File: config.mk
export PLATFORM = sky130hd
export DESIGN_NAME = bss_sequencer
export DESIGN_NICKNAME = d
export VERILOG_FILES = /design/src/core/bss_pkg.sv /design/src/core/bss_timer.sv /design/src/core/bss_sequencer.sv
export SDC_FILE = /design/constraint.sdc
export NUM_CORES = 1
export LEC_CHECK = 0
export BUFFER_PORTS_ARGS = -buffer_cell sky130_fd_sc_hd__buf_4
export CAP_MARGIN = 10
export CORE_ASPECT_RATIO = 1.4
export CORE_UTILIZATION = 43
export CTS_CLUSTER_SIZE = 28
export DETAILED_ROUTE_END_ITERATION = 10
export GPL_TIMING_DRIVEN = 1
export PLACE_DENSITY = 0.72
export SYNTH_ARGS = -nofsm -noshare
export SYNTH_HDL_FRONTEND = slang
export SYNTH_SLANG_ARGS = --single-unit
File: constraint.sdc
create_clock -name clk_sys -period 7.4 [get_ports clk_sys]
set_input_delay 0.74 -clock clk_sys [delete_from_list [all_inputs] [get_ports clk_sys]]
set_output_delay 0.74 -clock clk_sys [all_outputs]
set_load 0.005 [all_outputs]
File: src/core/bss_pkg.sv
/*
  Constants, timing figures and state encoding of the buck start-up sequencer.
  Assumes a single 200 MHz system clock.
*/
package bss_pkg;
  // ----------------------------------------------------------------
  // Clock
  // ----------------------------------------------------------------
  localparam int CLK_PERIOD_PS = 5000;
  // ----------------------------------------------------------------
  // Timing figures in their own unit, and derived cycle counts
  // ----------------------------------------------------------------
  localparam int BIAS_DELAY_US = 6800;
  localparam int BIAS_DELAY_CYC = (BIAS_DELAY_US * 1000) / (CLK_PERIOD_PS / 1000);
  localparam int SOFT_START_US = 6800;
  localparam int SOFT_START_CYC = (SOFT_START_US * 1000) / (CLK_PERIOD_PS / 1000);
  localparam int SAMPLE_MAX_US = 3400;
  localparam int SAMPLE_MAX_CYC = (SAMPLE_MAX_US * 1000) / (CLK_PERIOD_PS / 1000);
  localparam int RAMP_STEPS = 64;
  localparam int STEP_CYC = SOFT_START_CYC / RAMP_STEPS;
  localparam int EA_INIT_STEPS = 2;
  // ----------------------------------------------------------------
  // Widths, reset values and ramp limit
  // ----------------------------------------------------------------
  localparam int SET_W = 8;
  localparam int RAMP_W = 7;
  localparam logic [7:0] SET_RST = 8'h00;
  localparam logic [6:0] RAMP_RST = 7'h00;
  localparam logic [6:0] RAMP_FINAL = 7'h40;
  // ----------------------------------------------------------------
  // Sequencer states
  // ----------------------------------------------------------------
  typedef enum logic [2:0] {
    ST_IDLE = 3'b000,
    ST_WAIT_EN = 3'b001,
    ST_BIAS_DLY = 3'b010,
    ST_SAMPLE = 3'b011,
    ST_SOFT = 3'b100,
    ST_RUN = 3'b101
  } bss_state_e;
endpackage : bss_pkg

File: src/core/bss_timer.sv
/*
  Down-counting interval timer with load and done pulse.
  Assumes the caller loads it and holds run while it counts.
*/
`timescale 1ns/1ps
module bss_timer #(
  parameter int WIDTH = 24
) (
  input wire logic clk_sys,
  input wire logic srst,
  input wire logic load,
  input wire logic [WIDTH-1:0] loadValue,
  input wire logic run,
  output logic done
);
  logic [WIDTH-1:0] count;

  always_ff @(posedge clk_sys)
  begin
    if (srst || load)
    begin
      count <= srst ? '0 : loadValue;
    end
    else if (run && count != '0)
    begin
      count <= count - 1'b1;
    end
  end

  always_ff @(posedge clk_sys)
  begin
    if (srst || load)
    begin
      done <= 1'b0;
    end
    else
    begin
      done <= run && (count == {{(WIDTH-1){1'b0}}, 1'b1});
    end
  end
endmodule : bss_timer

File: src/core/bss_sequencer.sv
/*
  Start-up sequencer of a step-down converter: enable wait, bias delay,
  overcurrent set-point sample and hold, 65-step soft-start, pre-bias gating.
  Assumes all inputs are synchronous to clk_sys; analog comparisons arrive
  as levels (por, enable trip, sampler done, ramp-above-output).
*/
`timescale 1ns/1ps
module bss_sequencer #(
  parameter int BIAS_DELAY_CYCLES = bss_pkg::BIAS_DELAY_CYC,
  parameter int SAMPLE_MAX_CYCLES = bss_pkg::SAMPLE_MAX_CYC,
  parameter int STEP_CYCLES = bss_pkg::STEP_CYC
) (
  input wire logic clk_sys,
  input wire logic srst,
  input wire logic porGood,
  input wire logic enableAboveTrip,
  input wire logic sampleCmpHigh,
  input wire logic rampAboveOutput,
  input wire logic retryRequest,
  output logic enablePullupOn,
  output logic setCurrentOn,
  output logic lowSideAllowed,
  output logic highSideAllowed,
  output logic oscillatorRun,
  output logic errAmpEnable,
  output logic [bss_pkg::SET_W-1:0] setPoint,
  output logic setPointValid,
  output logic [bss_pkg::RAMP_W-1:0] rampValue,
  output logic softStartDone,
  output bss_pkg::bss_state_e stateOut
);
  // ----------------------------------------------------------------
  // Declarations
  // ----------------------------------------------------------------
  localparam int TW = 24;
  localparam int RW = bss_pkg::RAMP_W;
  bss_pkg::bss_state_e state;
  bss_pkg::bss_state_e next_state;
  logic timerLoad;
  logic [TW-1:0] timerValue;
  logic timerRun;
  logic timerDone;
  logic [TW-1:0] sampleCount;
  logic [TW-1:0] stepCount;
  logic stepTick;
  logic switchesReleased;
  logic rampFull;

  function automatic logic [TW-1:0] cyc(input int n);
    cyc = TW'(n);
  endfunction : cyc

  // ----------------------------------------------------------------
  // Interval timer for bias delay
  // ----------------------------------------------------------------
  bss_timer #(
    .WIDTH(TW)
  ) uTimer (
    .clk_sys(clk_sys),
    .srst(srst),
    .load(timerLoad),
    .loadValue(timerValue),
    .run(timerRun),
    .done(timerDone)
  );

  assign timerValue = cyc(BIAS_DELAY_CYCLES);
  assign timerLoad = (state == bss_pkg::ST_WAIT_EN) && enableAboveTrip;
  assign timerRun = (state == bss_pkg::ST_BIAS_DLY);
  assign rampFull = (rampValue > bss_pkg::RAMP_FINAL);

  // ----------------------------------------------------------------
  // State machine
  // ----------------------------------------------------------------
  always_comb
  begin
    next_state = state;
    case (state)
      bss_pkg::ST_IDLE:
      begin
        if (porGood)
        begin
          next_state = bss_pkg::ST_WAIT_EN;
        end
      end
      bss_pkg::ST_WAIT_EN:
      begin
        if (enableAboveTrip)
        begin
          next_state = bss_pkg::ST_BIAS_DLY;
        end
      end
      bss_pkg::ST_BIAS_DLY:
      begin
        if (timerDone)
        begin
          next_state = bss_pkg::ST_SAMPLE;
        end
      end
      bss_pkg::ST_SAMPLE:
      begin
        // Comparator high means the DAC has reached the pin voltage
        if (sampleCmpHigh || sampleCount >= cyc(SAMPLE_MAX_CYCLES))
        begin
          next_state = bss_pkg::ST_SOFT;
        end
      end
      bss_pkg::ST_SOFT:
      begin
        if (rampFull)
        begin
          next_state = bss_pkg::ST_RUN;
        end
      end
      bss_pkg::ST_RUN:
      begin
        if (retryRequest)
        begin
          next_state = bss_pkg::ST_SOFT;
        end
      end
      default:
      begin
        next_state = bss_pkg::ST_IDLE;
      end
    endcase
    // Disable anywhere after enable wait restarts the whole sequence
    if (state != bss_pkg::ST_IDLE && state != bss_pkg::ST_WAIT_EN && !enableAboveTrip)
    begin
      next_state = bss_pkg::ST_WAIT_EN;
    end
    if (!porGood)
    begin
      next_state = bss_pkg::ST_IDLE;
    end
  end

  always_ff @(posedge clk_sys)
  begin
    if (srst)
    begin
      state <= bss_pkg::ST_IDLE;
    end
    else
    begin
      state <= next_state;
    end
  end

  // ----------------------------------------------------------------
  // Set-point sample and hold
  // ----------------------------------------------------------------
  always_ff @(posedge clk_sys)
  begin
    if (srst || state != bss_pkg::ST_SAMPLE)
    begin
      sampleCount <= '0;
    end
    else
    begin
      sampleCount <= sampleCount + 1'b1;
    end
  end

  // Counter stays put from sampling until bias loss or the next bias delay, so the hold never decays
  always_ff @(posedge clk_sys)
  begin
    if (srst || !porGood || state == bss_pkg::ST_BIAS_DLY)
    begin
      setPoint <= bss_pkg::SET_RST;
    end
    else if (state == bss_pkg::ST_SAMPLE && next_state == bss_pkg::ST_SAMPLE
             && setPoint != {bss_pkg::SET_W{1'b1}})
    begin
      setPoint <= setPoint + 1'b1;
    end
  end

  always_ff @(posedge clk_sys)
  begin
    if (srst || !porGood || state == bss_pkg::ST_BIAS_DLY)
    begin
      setPointValid <= 1'b0;
    end
    else if (state == bss_pkg::ST_SAMPLE && next_state == bss_pkg::ST_SOFT)
    begin
      setPointValid <= 1'b1;
    end
  end

  // ----------------------------------------------------------------
  // Soft-start ramp
  // ----------------------------------------------------------------
  // Step period is a constant; no input touches the rate
  always_ff @(posedge clk_sys)
  begin
    if (srst || state != bss_pkg::ST_SOFT || stepTick)
    begin
      stepCount <= '0;
    end
    else
    begin
      stepCount <= stepCount + 1'b1;
    end
  end

  assign stepTick = (state == bss_pkg::ST_SOFT) && (stepCount == cyc(STEP_CYCLES - 1));

  // Main input supply is not watched; only enable or bias loss cuts the ramp short
  always_ff @(posedge clk_sys)
  begin
    if (srst || (state != bss_pkg::ST_SOFT && state != bss_pkg::ST_RUN))
    begin
      rampValue <= bss_pkg::RAMP_RST;
    end
    else if (state == bss_pkg::ST_RUN && retryRequest)
    begin
      rampValue <= bss_pkg::RAMP_RST;
    end
    else if (stepTick && !rampFull)
    begin
      rampValue <= rampValue + 1'b1;
    end
  end

  always_ff @(posedge clk_sys)
  begin
    if (srst)
    begin
      softStartDone <= 1'b0;
    end
    else
    begin
      softStartDone <= (state == bss_pkg::ST_RUN);
    end
  end

  // ----------------------------------------------------------------
  // Switch gating and pin controls
  // ----------------------------------------------------------------
  // Pre-bias latch: once the ramp passes the output it stays released
  always_ff @(posedge clk_sys)
  begin
    if (srst || (state != bss_pkg::ST_SOFT && state != bss_pkg::ST_RUN))
    begin
      switchesReleased <= 1'b0;
    end
    else if (state == bss_pkg::ST_RUN && retryRequest)
    begin
      switchesReleased <= 1'b0;
    end
    else if (state == bss_pkg::ST_RUN || (errAmpEnable && rampAboveOutput))
    begin
      switchesReleased <= 1'b1;
    end
  end

  always_ff @(posedge clk_sys)
  begin
    if (srst)
    begin
      errAmpEnable <= 1'b0;
    end
    else
    begin
      // Short init before the amplifier drives the pin
      errAmpEnable <= (state == bss_pkg::ST_SOFT && rampValue >= RW'(bss_pkg::EA_INIT_STEPS))
                      || state == bss_pkg::ST_RUN;
    end
  end

  // Gates drop at once on enable or bias loss, not after the state moves
  always_ff @(posedge clk_sys)
  begin
    if (srst)
    begin
      lowSideAllowed <= 1'b0;
      highSideAllowed <= 1'b0;
    end
    else
    begin
      lowSideAllowed <= switchesReleased && enableAboveTrip && porGood;
      highSideAllowed <= switchesReleased && enableAboveTrip && porGood;
    end
  end

  always_ff @(posedge clk_sys)
  begin
    if (srst)
    begin
      oscillatorRun <= 1'b0;
    end
    else
    begin
      oscillatorRun <= enableAboveTrip && porGood
                       && (state == bss_pkg::ST_SOFT || state == bss_pkg::ST_RUN);
    end
  end

  // Set-point current only while the trip voltage is built and read
  always_ff @(posedge clk_sys)
  begin
    if (srst)
    begin
      setCurrentOn <= 1'b0;
    end
    else
    begin
      setCurrentOn <= (state == bss_pkg::ST_BIAS_DLY || state == bss_pkg::ST_SAMPLE);
    end
  end

  // Pull-up follows bias alone, so a released pin always charges
  always_ff @(posedge clk_sys)
  begin
    if (srst)
    begin
      enablePullupOn <= 1'b0;
    end
    else
    begin
      enablePullupOn <= porGood;
    end
  end

  assign stateOut = state;
endmodule : bss_sequencer

## Word level (Yosys, flattened, before mapping)

Cells that the tools add are included.

| storage, ports and cells | value |
|---|---|
| flip-flop bits (word level) | 99 |
| bits in latches | 0 |
| bits in writable memories | 0 |
| memory bits (read-only) | 0 |
| bits of input ports | 7 |
| output and inout port bits | 26 |
| word-level logic and storage cells | 86 |
| memories kept | 0 |

| operators by class | value |
|---|---|
| add/sub/neg operators | 5 |
| multiply operators | 0 |
| div/mod/pow operators | 0 |
| $lt $le $gt $ge | 3 |
| eq/ne operators | 14 |
| shift operators | 0 |
| multiplexer cells | 11 |
| bitwise gates (word level) | 0 |
| reduce and logical (&&, ||, !) cells | 38 |

Operators with widths:

| cell | count |
|---|---|
| adder 24 x 1 -> 24 bit (second input constant) | 2 |
| two-way mux 24 bit | 2 |
| == test 24 x 1 -> 1 bit (second input constant) | 1 |
| == test 24 x 15 -> 1 bit (second input constant) | 1 |
| >= comparator 24 x 20 -> 1 bit (second input constant) | 1 |
| nonzero test 24 bit | 1 |
| subtractor 24 x 1 -> 24 bit (second input constant) | 1 |
| two-way mux 21 bit | 1 |
| two-way mux 3 bit | 7 |
| logical AND 1 bit | 18 |
| one-hot mux 3 bit (6 select lines) | 1 |
| logical OR 1 bit | 12 |
| == test 3 x 2 -> 1 bit (second input constant) | 3 |
| == test 3 bit (second input constant) | 3 |
| adder 8 x 1 -> 8 bit (second input constant) | 1 |
| != test 8 bit (second input constant) | 1 |
| adder 7 x 1 -> 7 bit (second input constant) | 1 |
| >= comparator 7 x 2 -> 1 bit (second input constant) | 1 |
| > comparator 7 bit (second input constant) | 1 |
| != test 3 bit (second input constant) | 2 |
| == test 3 x 1 -> 1 bit (second input constant) | 1 |
| logical NOT 1 bit | 3 |
| logical NOT 3 bit | 1 |
| != test 3 x 1 -> 1 bit (second input constant) | 1 |
| 4 further kinds | 4 |

## Longest topological paths before layout

| logic depth | value |
|---|---|
| word-level depth | 9 |
| gate-level depth with buffers | 7 |
| depth with buffers taken out | 7 |

## Hierarchy

From an unflattened synthesis, not the netlist that was laid out.

| second synthesis, totals | value |
|---|---|
| cells, all modules | 558 |
| area, all modules | 4,993.5 um^2 |

By module, submodules not included:

| module | times used | cells each | area an instance (um^2) | seq. area each (um^2) |
|---|---|---|---|---|
| bss_sequencer | 1 | 390 | 3,354.5 | 1,481.4 |
| bss_timer | 1 | 168 | 1,639.1 | 740.7 |

## Worst setup path after synthesis

OpenSTA, ideal clock, no wires.

| timing path | value |
|---|---|
| path kind | register to register |
| from | register uTimer.count[0] |
| to | register uTimer.count[0] (enable) |
| setup time | 0.489 ns |
| data arrival time | 2.213 ns |
| required time | 6.911 ns |
| slack | 4.698 ns |
| cell stages (with the launch flop) | 7 |
| path buffers | 0 |
| period minus slack after synthesis | 2.702 ns |
| path through | edfxtp_1 -> inv_1 -> ha_1 -> nor3b_1 -> nand4_2 -> o21ai_0 -> nand3_1 |

| on the way | value |
|---|---|
| longest elaborated chain between the ends | 3 |

RTL lines:

| what | RTL line | text |
|---|---|---|
| start: declaration | bss_timer.sv:16 | `logic [WIDTH-1:0] count;` |
| start signal: assignment | bss_timer.sv:22 | `count <= srst ? '0 : loadValue;` |
| start signal: assignment | bss_timer.sv:26 | `count <= count - 1'b1;` |
| nonzero test 24 bit | bss_timer.sv:24 | `else if (run && count != '0)` |
| logical AND 1 bit | bss_timer.sv:24 |  |
| nonzero test 2 bit (no line) | -- |  |

No other way between the ends.
A chain may end at the register's enable or synchronous reset.

## Worst setup path after layout

| timing path | value |
|---|---|
| from | register uTimer.count[0] |
| to | register uTimer.count[10] (enable) |

The elaborated chain is that of the path after synthesis.

==> metrics.md <==
| Metric | Value |
|---|---|
| DR WL met3 | 226 um |
| Longest Clk Path Bufs | 2 |
| PD cells | 209.9 nW/um^2 |
| Outcome | finished, final reports clean |
| Sequential element share of the synthesized area | 47.69% |
| Initial antenna violation count | 0 |
| I/O Buffers | 32 |
| H-tree levels | 3 |
| Setup Buffers After CTS | 0 |
| Share of layout cells above drive strength 1 | 11.36% |
| R2R Setup Slk | 4.12 ns |
| CTS buffer count | 9 |
| Detailed Routing Iterations Pass 1 | 4 |
| Pins Over Slew Limit | 0 |
| Met1 wire length | 4187 um |
| Gr ovfl total | 0 |
| Post-synth EDFFs | 24 |
| Slew margin rel. | 25.67% |
| Finished Cell Area | 5340 um^2 |
| Routed Antenna Nets | 0 |
| CTS tree | done |
| Clock skew | 0.005357 ns |
| Warnings from Yosys | 0 |
| Endpoints failing setup | 0 |
| First-pass GRT wire length | 16460 um |
| RSZ-0062 raised after global routing | false |
| Final nets | 548 |
| Reg2reg start | uTimer.count[0] |
| Syn Area/Cell | 9.338 um^2 |
| Commonest register cell after synthesis | dfxtp_1 |
| Die area | 11260 um^2 |
| Synth Instances | 499 |
| Main area contributors after synthesis | dfxtp_1 32%, edfxtp_1 15%, nor2_1 7.7%, xnor2_1 6.4%, xor2_1 6.0% |
| Worst R2R End | uTimer.count[10] |
| Hpwl dp | 6568 um |
| Hold crit path type | reg2reg |
| Worst hold stages | 1 |
| Total negative setup slack | 0 ns |
| Reg2Reg Depth | 6 |
| Critical Path RT | 7.18 ns |
| Drt wl/cell | 13.95 um |
| N_diodes | 0 |
| Maximum VDD drop | 0.1848 mV |
| Root Driver | clkbuf_16 |
| Synth top area share | 32.22% |
| Die Width | 89.98 um |
| Kind of end point of the critical path | register |
| Leakage | 0.001771 uW |
| Min-delay src | sampleCount[0] |
| Detailed Route Iter0 Violations | 198 |
| # DRC | 0 |
| Fmax achieved | 305.1 MHz |
| Gpl congestion | 0.8107 |
| DP Worst Slack | 4.084 ns |
| Total Wirelength | 9419 um |
| Worst-Skew Late Latency | 0.34 ns |
| Total track usage | 17.77% |
| Initial Util | 44.55% |
| Met2 wire length | 4746 um |
| Synthesized net count | 515 |
| Area Growth Syn to Fin | 14.61% |
| Post-route setup slack | 4.123 ns |
| Vias | 3639 |
| Cell Area, Placed | 5035 um^2 |
| Netlist cell types | 53 |
| Top routing layer in use | met4 |
| Crit Path Max Fanout | 24 |
| Hold Path End | sampleCount[0] |
| Setup crit start kind | register |
| Num rows | 44 |
| Min Tclk post-route | 3.277 ns |
| Die Ht | 125.2 um |
| Synthesis-stage register bit count | 99 |
| Vias in the first global route | 3643 |
| Sink Count | 99 |
| Hold slack final | 0.4738 ns |
| Reg clk slew, reported paths | 0.06 ns |
| Crit Path Class | reg2reg |
| Post-route clock period utilization | 44.29% |
| Hold buffer count at CTS | 0 |
| IO Pins | 33 |
| Largest net degree at the start of global routing | 25 |
| Asr flop ratio synth | 0% |
| Post-cts resize count | 0 |
| Slew @ Worst Pin | 1.112 ns |
| Max Cap Viol | 0 |
| Post-synthesis cell area | 4659 um^2 |
| Arr. time, crit path | 3.06 ns |
| Top cell type by total area after synthesis | dfxtp_1 |
| Core ar. | 10460 um^2 |
| Fin. Hold Viols | 0 |
| Vias/cell | 5.391 |
[state kept, by name, summed over array words and instances, names as in the netlist]
signal,flops
stepCount,24
setPointValid,1
sampleCount,24
highSideAllowed,1
enablePullupOn,1
stateOut,3
setCurrentOn,1
softStartDone,1
errAmpEnable,1
uTimer.done,1
uTimer.count,24
setPoint,8
rampValue,7
switchesReleased,1
oscillatorRun,1
[layout by cell type, fill, tap and decap left out, drive strengths merged, types with 7 or more instances in the layout]
cell	count
a21oi	20
nand2	27
nand3	31
inv	15
xnor2	34
clkbuf	14
xor2	32
nor3	15
o21ai	7
ha	9
buf	33
nor4	16
edfxtp	24
dfxtp	75
nand4	13
and4	8
and3	8
nor2	95
[worst max-delay path by stage]
stage                     cells after the start          endpoint       startpoint  slack (ns)
after global routing                          6  uTimer.count[10]  uTimer.count[0]        3.82
after global placement                        6   uTimer.count[0]  uTimer.count[0]        4.24
after CTS                                     6  uTimer.count[13]  uTimer.count[0]        4.05
final                                         6  uTimer.count[10]  uTimer.count[0]        4.12
after floorplan                               6   uTimer.count[0]  uTimer.count[0]        4.70
after detailed placement                      6   uTimer.count[5]  uTimer.count[0]        4.08
[per-stage QoR]
step	std cells	utilization, %	total power [uW]
after floorplan	499	-	629.5
after global placement	659	48.13	643.1
after detailed placement	659	48.13	646.2
after CTS	675	51.05	1132
after global routing	675	51.05	1158
final	675	51.05	1121
[report_power, final]
part | switching [uW] | internal [uW] | leakage, uW
registers | 14.2 | 571 | 0.000854
logic | 29.6 | 19.4 | 0.000769
clock network | 188 | 298 | 0.000148
[kinds of logic (layout without fill, tap and decap cells)]
group,Yosys count,after routing,synth area share [%]
AO/OA/AOI/OAI,47,47,6.794
XOR/XNOR,66,66,12.41
adder cells (fa/ha/maj),9,9,2.417
buffers and inverters,26,64,2.175
flip-flops,99,99,47.69
multiplexers,3,3,0.6445
AND/OR/NAND/NOR,249,249,27.87
[area by class of cell]
cell class / count / area [um^2]
Timing Repair Buffer: 33 / 247.7
Inverter: 15 / 56.30
Tap cell: 138 / 172.7
Multi-Input combinational cell: 374 / 2336
Clock buffer: 14 / 245.2
Sequential cell: 99 / 2222
Clock inverter: 2 / 60.06
Fill cell: 968 / 5120
[synthesized netlist by cell type, drive strengths merged (4+ instances only)]
cell type,n
nor2,95
dfxtp,75
xnor2,34
xor2,32
nand3,31
nand2,27
edfxtp,24
a21oi,20
nor4,16
inv,15
nor3,15
nand4,13
clkbuf,10
ha,9
and3,8
and4,8
o21ai,7
and2,4
nand3b,4
nor2b,4
or3,4
[per-layer routing]
metal  vias up  GRT usage (%)
met5         -              0
met4         0          9.013
met3        22          2.920
met2        61          31.54
met1      1739          20.57
li1       1817              -
[worst max-delay path, stage by stage (launching register included)]
cell and delay (ns):
edfxtp_1 0.45, inv_1 0.09, ha_1 0.18, nor3b_1 0.66, nand4_2 0.31, o21ai_0 0.23
nand3_1 0.80
No activity file was read; power rests on OpenSTA's default activity.
